===== src/rtl/sysctl_pkg.sv =====
// constants, register map and carrier types for the system control block
// assumes a 16-bit register port addressed by word and one 200 MHz clock
package sysctl_pkg;

    localparam int unsigned CLOCK_MHZ = 200;

    // register word addresses
    localparam logic [15:0] ADDR_HS_PRESCALE  = 16'h701a;
    localparam logic [15:0] ADDR_LS_PRESCALE  = 16'h701b;
    localparam logic [15:0] ADDR_PCLK_ENABLE  = 16'h701c;
    localparam logic [15:0] ADDR_SLEEP_CTRL0  = 16'h701e;
    localparam logic [15:0] ADDR_WAKE_SELECT  = 16'h701f;
    localparam logic [15:0] ADDR_PLL_RATIO    = 16'h7021;
    localparam logic [15:0] ADDR_SYS_STATUS   = 16'h7022;
    localparam logic [15:0] ADDR_WDOG_COUNTER = 16'h7023;
    localparam logic [15:0] ADDR_WDOG_KEY     = 16'h7025;
    localparam logic [15:0] ADDR_WDOG_CONTROL = 16'h7029;

    // reset values
    localparam logic [15:0] RST_HS_PRESCALE = 16'h0001;
    localparam logic [15:0] RST_LS_PRESCALE = 16'h0002;
    localparam logic [15:0] RST_PCLK_ENABLE = 16'h0000;
    localparam logic [7:0]  RST_SLEEP_QUAL  = 8'h00;
    localparam logic [14:0] RST_WAKE_SELECT = 15'h0000;
    localparam logic [3:0]  RST_PLL_RATIO   = 4'h0;

    // field positions
    localparam int unsigned LPM_LSB      = 0;  // sleep_ctrl0 [1:0]
    localparam int unsigned QUAL_LSB     = 2;  // sleep_ctrl0 [9:2]
    localparam int unsigned RATIO_MAX    = 10; // highest legal ratio code
    localparam int unsigned SCS_NMI_EN   = 0;
    localparam int unsigned SCS_LIMP     = 1;
    localparam int unsigned SCS_PLL_OFF  = 2;
    localparam int unsigned SCS_SETTLING = 3;
    localparam int unsigned WDC_FLAG     = 7;
    localparam int unsigned WDC_DISABLE  = 6;
    localparam int unsigned WDC_WAKE     = 5;

    // watchdog
    localparam logic [7:0]  WDOG_KEY_ARM     = 8'h55;
    localparam logic [7:0]  WDOG_KEY_SERVICE = 8'haa;
    localparam logic [7:0]  WDOG_MAX         = 8'hff;
    localparam int unsigned WDOG_RST_CYCLES  = 512;
    localparam int unsigned PLL_SETTLE_CYC   = 131072;

    typedef enum logic [3:0] {
        LP_RUN     = 4'b0001,
        LP_IDLE    = 4'b0010,
        LP_STANDBY = 4'b0100,
        LP_HALT    = 4'b1000
    } lp_state_t;

    // register port request
    typedef struct packed {
        logic [15:0] addr;
        logic [15:0] wdata;
        logic        wr;
        logic        rd;
    } reg_req_t;

    // standby wake sources, all active low, same order as wake-select bits
    typedef struct packed {
        logic       can_receive_pin;
        logic       serial_b_rx;
        logic       serial_a_rx;
        logic [5:0] compare_trip_inputs;
        logic [3:0] timer_trip_inputs;
        logic       ext_nonmaskable_in;
        logic       ext_irq_one;
    } wake_src_t;

endpackage


===== src/rtl/sys_clock_watchdog_lowpower.sv =====
// clock ratio control, limp fallback, watchdog and low-power sequencing
// assumes all inputs synchronous to clock; oscillator clock == clock
//
// Behaviour
// control registers take writes only while protected writes are enabled
// ratio register resets only on external reset, not debugger reset
// system clock is input times n over two, codes 0/1 give input/2
// lost input clock with PLL ratio set switches to limp clock
// watchdog counter holds while the input clock is missing
// software disables watchdog around ratio changes until PLL settles
// disable strap low at reset feeds input clock straight to the CPU
// after power-up with PLL allowed, bypass mode gives input/2
// watchdog at maximum drives reset low for 512 oscillator cycles
// key writes 0x55 then 0xaa clear the watchdog counter
// watchdog keeps running in standby and its wake ends standby
// in idle the watchdog wake reaches the CPU interrupt unit
// halt stops oscillator, PLL and watchdog
// mode field: 00 idle, 01 standby, 1x halt
// system clock output keeps running in idle
// wake source must stay low long enough, else stay in low power
// standby wake sources are qualified by programmed oscillator count
// standby wakes on selected sources; watchdog and debugger always
// halt ends only on external reset or enabled nonmaskable input; code also ends halt on debug_wake
// idle ends on enabled interrupt, nonmaskable input or watchdog wake
// low-power entry leaves pin states untouched
// boundary-scan port keeps working with the CPU clock stopped
// idle instruction enters the selected mode; qualified wake resumes
`timescale 1ns/1ps
`default_nettype none
module sys_clock_watchdog_lowpower
    import sysctl_pkg::*;
#(
    parameter int unsigned SETTLE_CYCLES = PLL_SETTLE_CYC,
    parameter int unsigned WDOG_PRESCALE = 1
) (
    input  wire logic      clock,
    input  wire logic      resetn,
    input  wire logic      debug_reset,
    input  wire reg_req_t  req,
    output logic [15:0]    rdata,
    input  wire logic      protected_write_enable,
    input  wire logic      pll_disable_n,
    input  wire logic      ext_clock_present,
    input  wire logic      idle_instr,
    input  wire logic      irq_pending,
    input  wire logic      debug_wake,
    input  wire wake_src_t wake_src,
    output logic [3:0]     sysclk_mult,
    output logic           limp_clock_sel,
    output logic           pll_power_en,
    output logic           osc_clock_en,
    output logic           cpu_clock_en,
    output logic           system_clock_en,
    output logic           wdog_reset_n,
    output logic           wdog_wake_irq,
    output logic           lowpower_wake,
    output logic [15:0]    hs_prescale,
    output logic [15:0]    ls_prescale,
    output logic [15:0]    periph_clock_en
);

    if (SETTLE_CYCLES < 1 || SETTLE_CYCLES > 32'h00ff_ffff) begin
        $error("SETTLE_CYCLES out of range");
    end
    if (WDOG_PRESCALE < 1 || WDOG_PRESCALE > 65535) begin
        $error("WDOG_PRESCALE out of range");
    end

    // multiplier n such that system clock = input * n / 2
    function automatic logic [3:0] ratio_mult(input logic [3:0] code,
                                              input logic       off);
        if (off)
            ratio_mult = 4'h2;
        else if (code < 4'h2)
            ratio_mult = 4'h1;
        else
            ratio_mult = code;
    endfunction

    function automatic logic hit(input logic [15:0] a);
        hit = req.addr == a;
    endfunction

    lp_state_t   state_q;
    logic [15:0] hs_q, ls_q, pclk_q;
    logic [9:0]  sleep_ctrl0_q;
    logic [14:0] wake_sel_q;
    logic [3:0]  ratio_q;
    logic        nmi_en_q;
    logic        pll_off_q, strap_taken_q;
    logic [23:0] settle_q;
    logic [7:0]  wcnt_q;
    logic [15:0] wpre_q;
    logic        key_armed_q;
    logic        wd_dis_q, wd_wake_mode_q, wd_flag_q;
    logic [9:0]  wrst_q;
    logic        wake_irq_q;
    logic [7:0]  qual_q;
    logic        lp_wake_q;
    logic [15:0] rdata_q;

    logic wr_ok, key_write, key_service, wd_run, wd_tick, wd_expire;
    logic limp, any_low, qualified;
    logic [14:0] src_low;

    assign wr_ok = req.wr && protected_write_enable;
    assign key_write = wr_ok && req.addr == ADDR_WDOG_KEY;
    assign key_service = key_write && key_armed_q
                         && req.wdata[7:0] == WDOG_KEY_SERVICE;

    // capture the disable strap at the first edge after reset release
    always_ff @(posedge clock or negedge resetn) begin
        if (!resetn) begin
            strap_taken_q <= 1'b0;
            pll_off_q     <= 1'b0;
        end else if (!strap_taken_q) begin
            strap_taken_q <= 1'b1;
            pll_off_q     <= !pll_disable_n;
        end
    end

    // ratio register: external reset only, debugger reset leaves it
    always_ff @(posedge clock or negedge resetn) begin
        if (!resetn) begin
            ratio_q <= RST_PLL_RATIO;
        end else if (wr_ok && hit(ADDR_PLL_RATIO)
                     && req.wdata[3:0] <= 4'(RATIO_MAX)) begin
            ratio_q <= req.wdata[3:0];
        end
    end

    // settling countdown after a ratio change, visible in status
    always_ff @(posedge clock or negedge resetn) begin
        if (!resetn)
            settle_q <= '0;
        else if (wr_ok && hit(ADDR_PLL_RATIO))
            settle_q <= 24'(SETTLE_CYCLES);
        else if (settle_q != '0)
            settle_q <= settle_q - 24'd1;
    end

    assign sysclk_mult = ratio_mult(ratio_q, pll_off_q);
    // limp only possible with PLL in use and a non-zero ratio
    assign limp = !pll_off_q && ratio_q != 4'h0 && !ext_clock_present;
    assign limp_clock_sel = limp;

    // plain control registers, loaded with their reset values by either reset
    always_ff @(posedge clock or negedge resetn) begin
        if (!resetn) begin
            hs_q          <= RST_HS_PRESCALE;
            ls_q          <= RST_LS_PRESCALE;
            pclk_q        <= RST_PCLK_ENABLE;
            sleep_ctrl0_q <= {RST_SLEEP_QUAL, 2'b00};
            wake_sel_q    <= RST_WAKE_SELECT;
            nmi_en_q      <= 1'b0;
            wd_dis_q      <= 1'b0;
            wd_wake_mode_q <= 1'b0;
        end else if (debug_reset) begin
            hs_q          <= RST_HS_PRESCALE;
            ls_q          <= RST_LS_PRESCALE;
            pclk_q        <= RST_PCLK_ENABLE;
            sleep_ctrl0_q <= {RST_SLEEP_QUAL, 2'b00};
            wake_sel_q    <= RST_WAKE_SELECT;
            nmi_en_q      <= 1'b0;
            wd_dis_q      <= 1'b0;
            wd_wake_mode_q <= 1'b0;
        end else if (wr_ok) begin
            if (hit(ADDR_HS_PRESCALE))
                hs_q <= req.wdata;
            if (hit(ADDR_LS_PRESCALE))
                ls_q <= req.wdata;
            if (hit(ADDR_PCLK_ENABLE))
                pclk_q <= req.wdata;
            if (hit(ADDR_SLEEP_CTRL0))
                sleep_ctrl0_q <= req.wdata[9:0];
            if (hit(ADDR_WAKE_SELECT))
                wake_sel_q <= req.wdata[14:0];
            if (hit(ADDR_SYS_STATUS))
                nmi_en_q <= req.wdata[SCS_NMI_EN];
            if (hit(ADDR_WDOG_CONTROL)) begin
                wd_dis_q       <= req.wdata[WDC_DISABLE];
                wd_wake_mode_q <= req.wdata[WDC_WAKE];
            end
        end
    end

    assign hs_prescale     = hs_q;
    assign ls_prescale     = ls_q;
    assign periph_clock_en = pclk_q;

    // watchdog: stops on missing input clock, in halt and while firing
    assign wd_run = !wd_dis_q && ext_clock_present
                    && state_q != LP_HALT && wrst_q == '0;
    assign wd_tick = wd_run && wpre_q == 16'(WDOG_PRESCALE - 1);
    assign wd_expire = wd_tick && wcnt_q == WDOG_MAX - 8'd1;

    always_ff @(posedge clock or negedge resetn) begin
        if (!resetn)
            wpre_q <= '0;
        else if (!wd_run || wd_tick)
            wpre_q <= '0;
        else
            wpre_q <= wpre_q + 16'd1;
    end

    always_ff @(posedge clock or negedge resetn) begin
        if (!resetn)
            key_armed_q <= 1'b0;
        else if (debug_reset)
            key_armed_q <= 1'b0;
        else if (key_write)
            key_armed_q <= req.wdata[7:0] == WDOG_KEY_ARM;
    end

    always_ff @(posedge clock or negedge resetn) begin
        if (!resetn)
            wcnt_q <= '0;
        else if (debug_reset || key_service || wd_expire)
            wcnt_q <= '0;
        else if (wd_tick)
            wcnt_q <= wcnt_q + 8'd1;
    end

    // reset pulse width counter; wake mode raises an interrupt instead
    always_ff @(posedge clock or negedge resetn) begin
        if (!resetn)
            wrst_q <= '0;
        else if (wd_expire && !wd_wake_mode_q)
            wrst_q <= 10'(WDOG_RST_CYCLES);
        else if (wrst_q != '0)
            wrst_q <= wrst_q - 10'd1;
    end
    assign wdog_reset_n = wrst_q == '0;

    always_ff @(posedge clock or negedge resetn) begin
        if (!resetn)
            wake_irq_q <= 1'b0;
        else
            wake_irq_q <= wd_expire && wd_wake_mode_q;
    end
    assign wdog_wake_irq = wake_irq_q;

    // expiry flag: set beats a write-one clear in the same cycle
    always_ff @(posedge clock or negedge resetn) begin
        if (!resetn)
            wd_flag_q <= 1'b0;
        else if (wd_expire)
            wd_flag_q <= 1'b1;
        else if (wr_ok && hit(ADDR_WDOG_CONTROL) && req.wdata[WDC_FLAG])
            wd_flag_q <= 1'b0;
    end

    // wake qualification over consecutive low cycles
    assign src_low = state_q == LP_HALT
        ? {13'h0, !wake_src.ext_nonmaskable_in && nmi_en_q, 1'b0}
        : ~wake_src & wake_sel_q;
    assign any_low = src_low != '0;
    assign qualified = any_low
        && qual_q >= sleep_ctrl0_q[QUAL_LSB +: 8];

    always_ff @(posedge clock or negedge resetn) begin
        if (!resetn)
            qual_q <= '0;
        else if (!any_low || state_q == LP_RUN || state_q == LP_IDLE)
            qual_q <= '0;
        else if (qual_q != 8'hff)
            qual_q <= qual_q + 8'd1;
    end

    // mode sequencer; pins and boundary scan are outside its reach
    always_ff @(posedge clock or negedge resetn) begin
        if (!resetn) begin
            state_q   <= LP_RUN;
            lp_wake_q <= 1'b0;
        end else if (debug_reset) begin
            state_q   <= LP_RUN;
            lp_wake_q <= 1'b0;
        end else begin
            lp_wake_q <= 1'b0;
            unique case (state_q)
                LP_RUN: begin
                    if (idle_instr) begin
                        unique casez (sleep_ctrl0_q[LPM_LSB +: 2])
                            2'b00:   state_q <= LP_IDLE;
                            2'b01:   state_q <= LP_STANDBY;
                            default: state_q <= LP_HALT;
                        endcase
                    end
                end
                LP_IDLE: begin
                    if (irq_pending || !wake_src.ext_nonmaskable_in
                        || wake_irq_q || debug_wake) begin
                        state_q   <= LP_RUN;
                        lp_wake_q <= 1'b1;
                    end
                end
                LP_STANDBY: begin
                    if (qualified || wake_irq_q || debug_wake) begin
                        state_q   <= LP_RUN;
                        lp_wake_q <= 1'b1;
                    end
                end
                LP_HALT: begin
                    if (qualified || debug_wake) begin
                        state_q   <= LP_RUN;
                        lp_wake_q <= 1'b1;
                    end
                end
            endcase
        end
    end
    assign lowpower_wake = lp_wake_q;

    // idle keeps system clock; standby keeps the oscillator and PLL power
    assign system_clock_en = state_q == LP_RUN || state_q == LP_IDLE;
    assign cpu_clock_en    = state_q == LP_RUN || state_q == LP_IDLE;
    assign osc_clock_en    = state_q != LP_HALT;
    assign pll_power_en    = state_q != LP_HALT && !pll_off_q;

    // read port: data valid in the cycle after the strobe only
    always_ff @(posedge clock or negedge resetn) begin
        if (!resetn) begin
            rdata_q <= '0;
        end else if (req.rd) begin
            unique case (req.addr)
                ADDR_HS_PRESCALE:  rdata_q <= hs_q;
                ADDR_LS_PRESCALE:  rdata_q <= ls_q;
                ADDR_PCLK_ENABLE:  rdata_q <= pclk_q;
                ADDR_SLEEP_CTRL0:  rdata_q <= {6'h0, sleep_ctrl0_q};
                ADDR_WAKE_SELECT:  rdata_q <= {1'b0, wake_sel_q};
                ADDR_PLL_RATIO:    rdata_q <= {12'h0, ratio_q};
                ADDR_SYS_STATUS:   rdata_q <= {12'h0, settle_q != '0,
                                               pll_off_q, limp, nmi_en_q};
                ADDR_WDOG_COUNTER: rdata_q <= {8'h0, wcnt_q};
                ADDR_WDOG_CONTROL: rdata_q <= {8'h0, wd_flag_q, wd_dis_q,
                                               wd_wake_mode_q, 5'h0};
                default:           rdata_q <= '0;
            endcase
        end else begin
            rdata_q <= '0;
        end
    end
    assign rdata = rdata_q;

endmodule
`default_nettype wire


===== config.mk =====
export PLATFORM = sky130hd
export DESIGN_NAME = sys_clock_watchdog_lowpower
export DESIGN_NICKNAME = d
export VERILOG_FILES = /design/src/rtl/sysctl_pkg.sv /design/src/rtl/sys_clock_watchdog_lowpower.sv
export SDC_FILE = /design/constraint.sdc
export NUM_CORES = 1
export LEC_CHECK = 0
export ABC_AREA = 1
export BUFFER_PORTS_ARGS = -buffer_cell sky130_fd_sc_hd__buf_2
export CORE_MARGIN = 5
export CORE_UTILIZATION = 52
export DETAILED_ROUTE_END_ITERATION = 12
export PLACE_DENSITY = 0.88
export SLEW_MARGIN = 10
export SYNTH_ARGS = -nofsm -noshare
export SYNTH_HDL_FRONTEND = slang
export SYNTH_SLANG_ARGS = --single-unit

===== constraint.sdc =====
create_clock -name clock -period 1.9 [get_ports clock]
set_input_delay 0.38 -clock clock [delete_from_list [all_inputs] [get_ports clock]]
set_output_delay 0.38 -clock clock [all_outputs]
set_load 0.02 [all_outputs]

==> results.cfg <==
[placed_design]
gp_congestion = 0.943
dp_hpwl_mm = 19.0
placed_cells = 1535
place_area_sq_um = 10400
post-place-ws_ns = -0.101
io_buffers = 133

[timing]
final.period_utilization_pct = 113
fin_setup_tns_ns = -2.08
skew_ns = 0.0163
setup_viol = 23
timing.final.hold_violations = 0
rsz0062_at_grt = yes
clock.fmax_mhz = 467
drv_slew = 0
slew_headroom_pct = 56.3
tightestPinTransition_ns = 0.653
worst_slack_ns = -0.240
layout_min_cycle_time_ns = 2.14

[final_layout]
layout.nets = 1438
diodes = 0
final-seq-area_sq_um = 4310
area_delta_synth_final_pct = 29.2
fillCellCount = 1275
drive_gt1_share_pct = 27.9
finalNonFillerCells = 1603
final_area_sq_um = 11600
multi_input_area_sq_um = 4220
final_util_pct = 67.8

[synthesis]
netlist_top_cells_count = 269 x nand2_1, 169 x dfrtp_1, 160 x inv_1
yosys.area.top_type = dfrtp_1
ys_ff_latch = 172
ys_warn_count = 0
avgSynthCellArea_sq_um = 7.85
synth_most_common_cell = nand2_1
synth_area_leaders = dfrtp_1 47%, nand2_1 11%, inv_1 6.7%
ys_seq_area_share_pct = 48.0
yosysTopAreaCellShare_pct = 47.1
syn_area_sq_um = 8980
ys.flop_type = dfrtp_1
synth_edf_count = 0
async_flop_share_pct = 100
synthCells = 1144
syn_nets = 1217
yosysUniqueCellTypes = 50

[global_route]
grt_max_degree = 49
grt_pass1_wl_mm = 43.1
grt-ovfl-total = 0
grt_pass1_vias = 8854
grt_usage_pct = 26.9
antenna_found_initial = 0

[worst_setup_path]
cp_max_fo = 2
required_ns = 1.52
critPathArrivalTime_ns = 1.76
end_kind = primary output
critPathLaunchType = flip-flop
critPathKind = flip-flop to primary output

[clock_tree]
clockBufferDepth = 2
path_clk_slew_ns = 0.07
clkLatencyLatePin_ns = 0.45
cts-buffers-inserted = 17
root_buffer = clkbuf_16
clock_sinks = 172
cts_tree = done
cts_htree_levels = 4

[floorplanning]
die_h_um = 141
start_util_pct = 52.5
placeableCoreArea_sq_um = 17100
dieWidth_um = 141
die_area_sq_um = 20000
pin_count = 134
rows = 48

[route]
first_pass_iters = 5
route.detailed.drc = 0
vias_per_cell = 5.68
ant_nets = 0
drt-wirelength-per-cell_um = 17.7
drtIter0Drc = 820
vias = 9110
wirelength_mm = 28.4

[power]
power.leakage_nw = 5.70
cellPowerDensity_nw_per_um2 = 761
ir_drop_uv = 764

[outcome]
status = finished with violations
failed_checks = negative setup slack

[worst_hold_path]
hold_class = input pin to flip-flop

[flow_run]
cap_violations = 0
==> layout by cell type, fill, tap and decap left out, types with 26 or more instances in the layout <==
| master | instances |
|---|---|
| a21oi_1 | 31 |
| buf_2 | 125 |
| buf_4 | 79 |
| dfrtp_1 | 167 |
| inv_1 | 142 |
| nand2_1 | 256 |
| nand3_1 | 52 |
| nand4_1 | 26 |
| nor2_1 | 105 |
| o21ai_0 | 65 |
| o21ai_1 | 59 |
==> report_power, final <==
part / internal (mW) / total, mW / switching, mW / leakage [nW]
Combinational: 0.495 / 1.30 / 0.801 / 3.25
Clock: 1.85 / 3.48 / 1.63 / 0.279
Sequential: 3.85 / 4.05 / 0.208 / 2.17
Total: 6.19 / 8.83 / 2.64 / 5.70
==> repair_timing <==
action	in CTS	in global routing
setup buffers	24	16
endpoints found under the hold margin	43	0
hold buffers	1	0
resized for setup	21	112
endpoints found under the setup margin	27	66
pin swaps	6	31
==> critical path, cell delays in order, from the launching register on <==
cell and delay, ns:
dfrtp_1 0.40, inv_2 0.09, ha_4 0.16, inv_4 0.04, nor2_4 0.12, nand2_2 0.09, nor3_4 0.16, buf_6 0.14
buf_6 0.11
==> cell type report <==
type	count	share of cell area, %
Multi-Input combinational cell	778	36.3
Inverter	169	5.55
Clock inverter	15	1.35
Tap cell	225	2.43
Sequential cell	172	37.1
Timing Repair Buffer	227	13.6
Clock buffer	17	3.67
==> flip-flops by register name, indices dropped and copies added, names as in the netlist, 4 cells and up <==
name	flops
ratio_q	4
periph_clock_en	16
wcnt_q	8
settle_q	24
rdata	16
sleep_ctrl0_q	10
state_q	4
wrst_q	10
wake_sel_q	15
ls_prescale	16
qual_q	8
wpre_q	16
hs_prescale	16
==> metal layers <==
| metal | vias up | GRT usage [%] | part of all wire, % |
|---|---|---|---|
| met1 | 4293 | 32.9 | 37 |
| li1 | 4134 | - | - |
| met4 | 0 | 13.7 | 5.3 |
| met3 | 138 | 6.61 | 9.7 |
| met2 | 545 | 44.3 | 48 |
| met5 | - | 0 | 0 |
==> metrics by stage <==
stage          hold slack, ns  total power, mW
6_report                0.129             8.83
3_3_place_gp            0.352             5.08
5_1_grt                 0.167             9.13
2_1_floorplan          0.0844             4.63
4_1_cts                 0.135             8.61
3_5_place_dp            0.359             5.12
==> final timing paths <==
check	start	endpoint	cells past startpoint	slack (ns)
min	pll_disable_n	pll_off_q	2	0.13
max	wrst_q[0]	wdog_reset_n	8	-0.24
max reg2reg	wrst_q[0]	wcnt_q[1]	13	-0.22
max in group asynchronous	resetn	ls_prescale[1]	3	0.78
min reg2reg	strap_taken_q	pll_off_q	1	0.45
min in group asynchronous	resetn	qual_q[2]	2	0.44
==> kinds of logic (layout without fill, tap and decap cells) <==
kind of cell               count (synthesis)  count (layout)  synth area share (%)
xor gates and xnor gates                  23              23                  2.24
AOI/OAI and AO/OA                        191             191                  11.5
buffers and inverters                    194             428                  8.76
adders and majority gates                 15              15                  2.09
DFF                                      172             172                  48.0
other                                      1               1                0.0417
and+or+nand+nor                          548             548                  27.4
No activity file was read; power rests on OpenSTA's default activity.
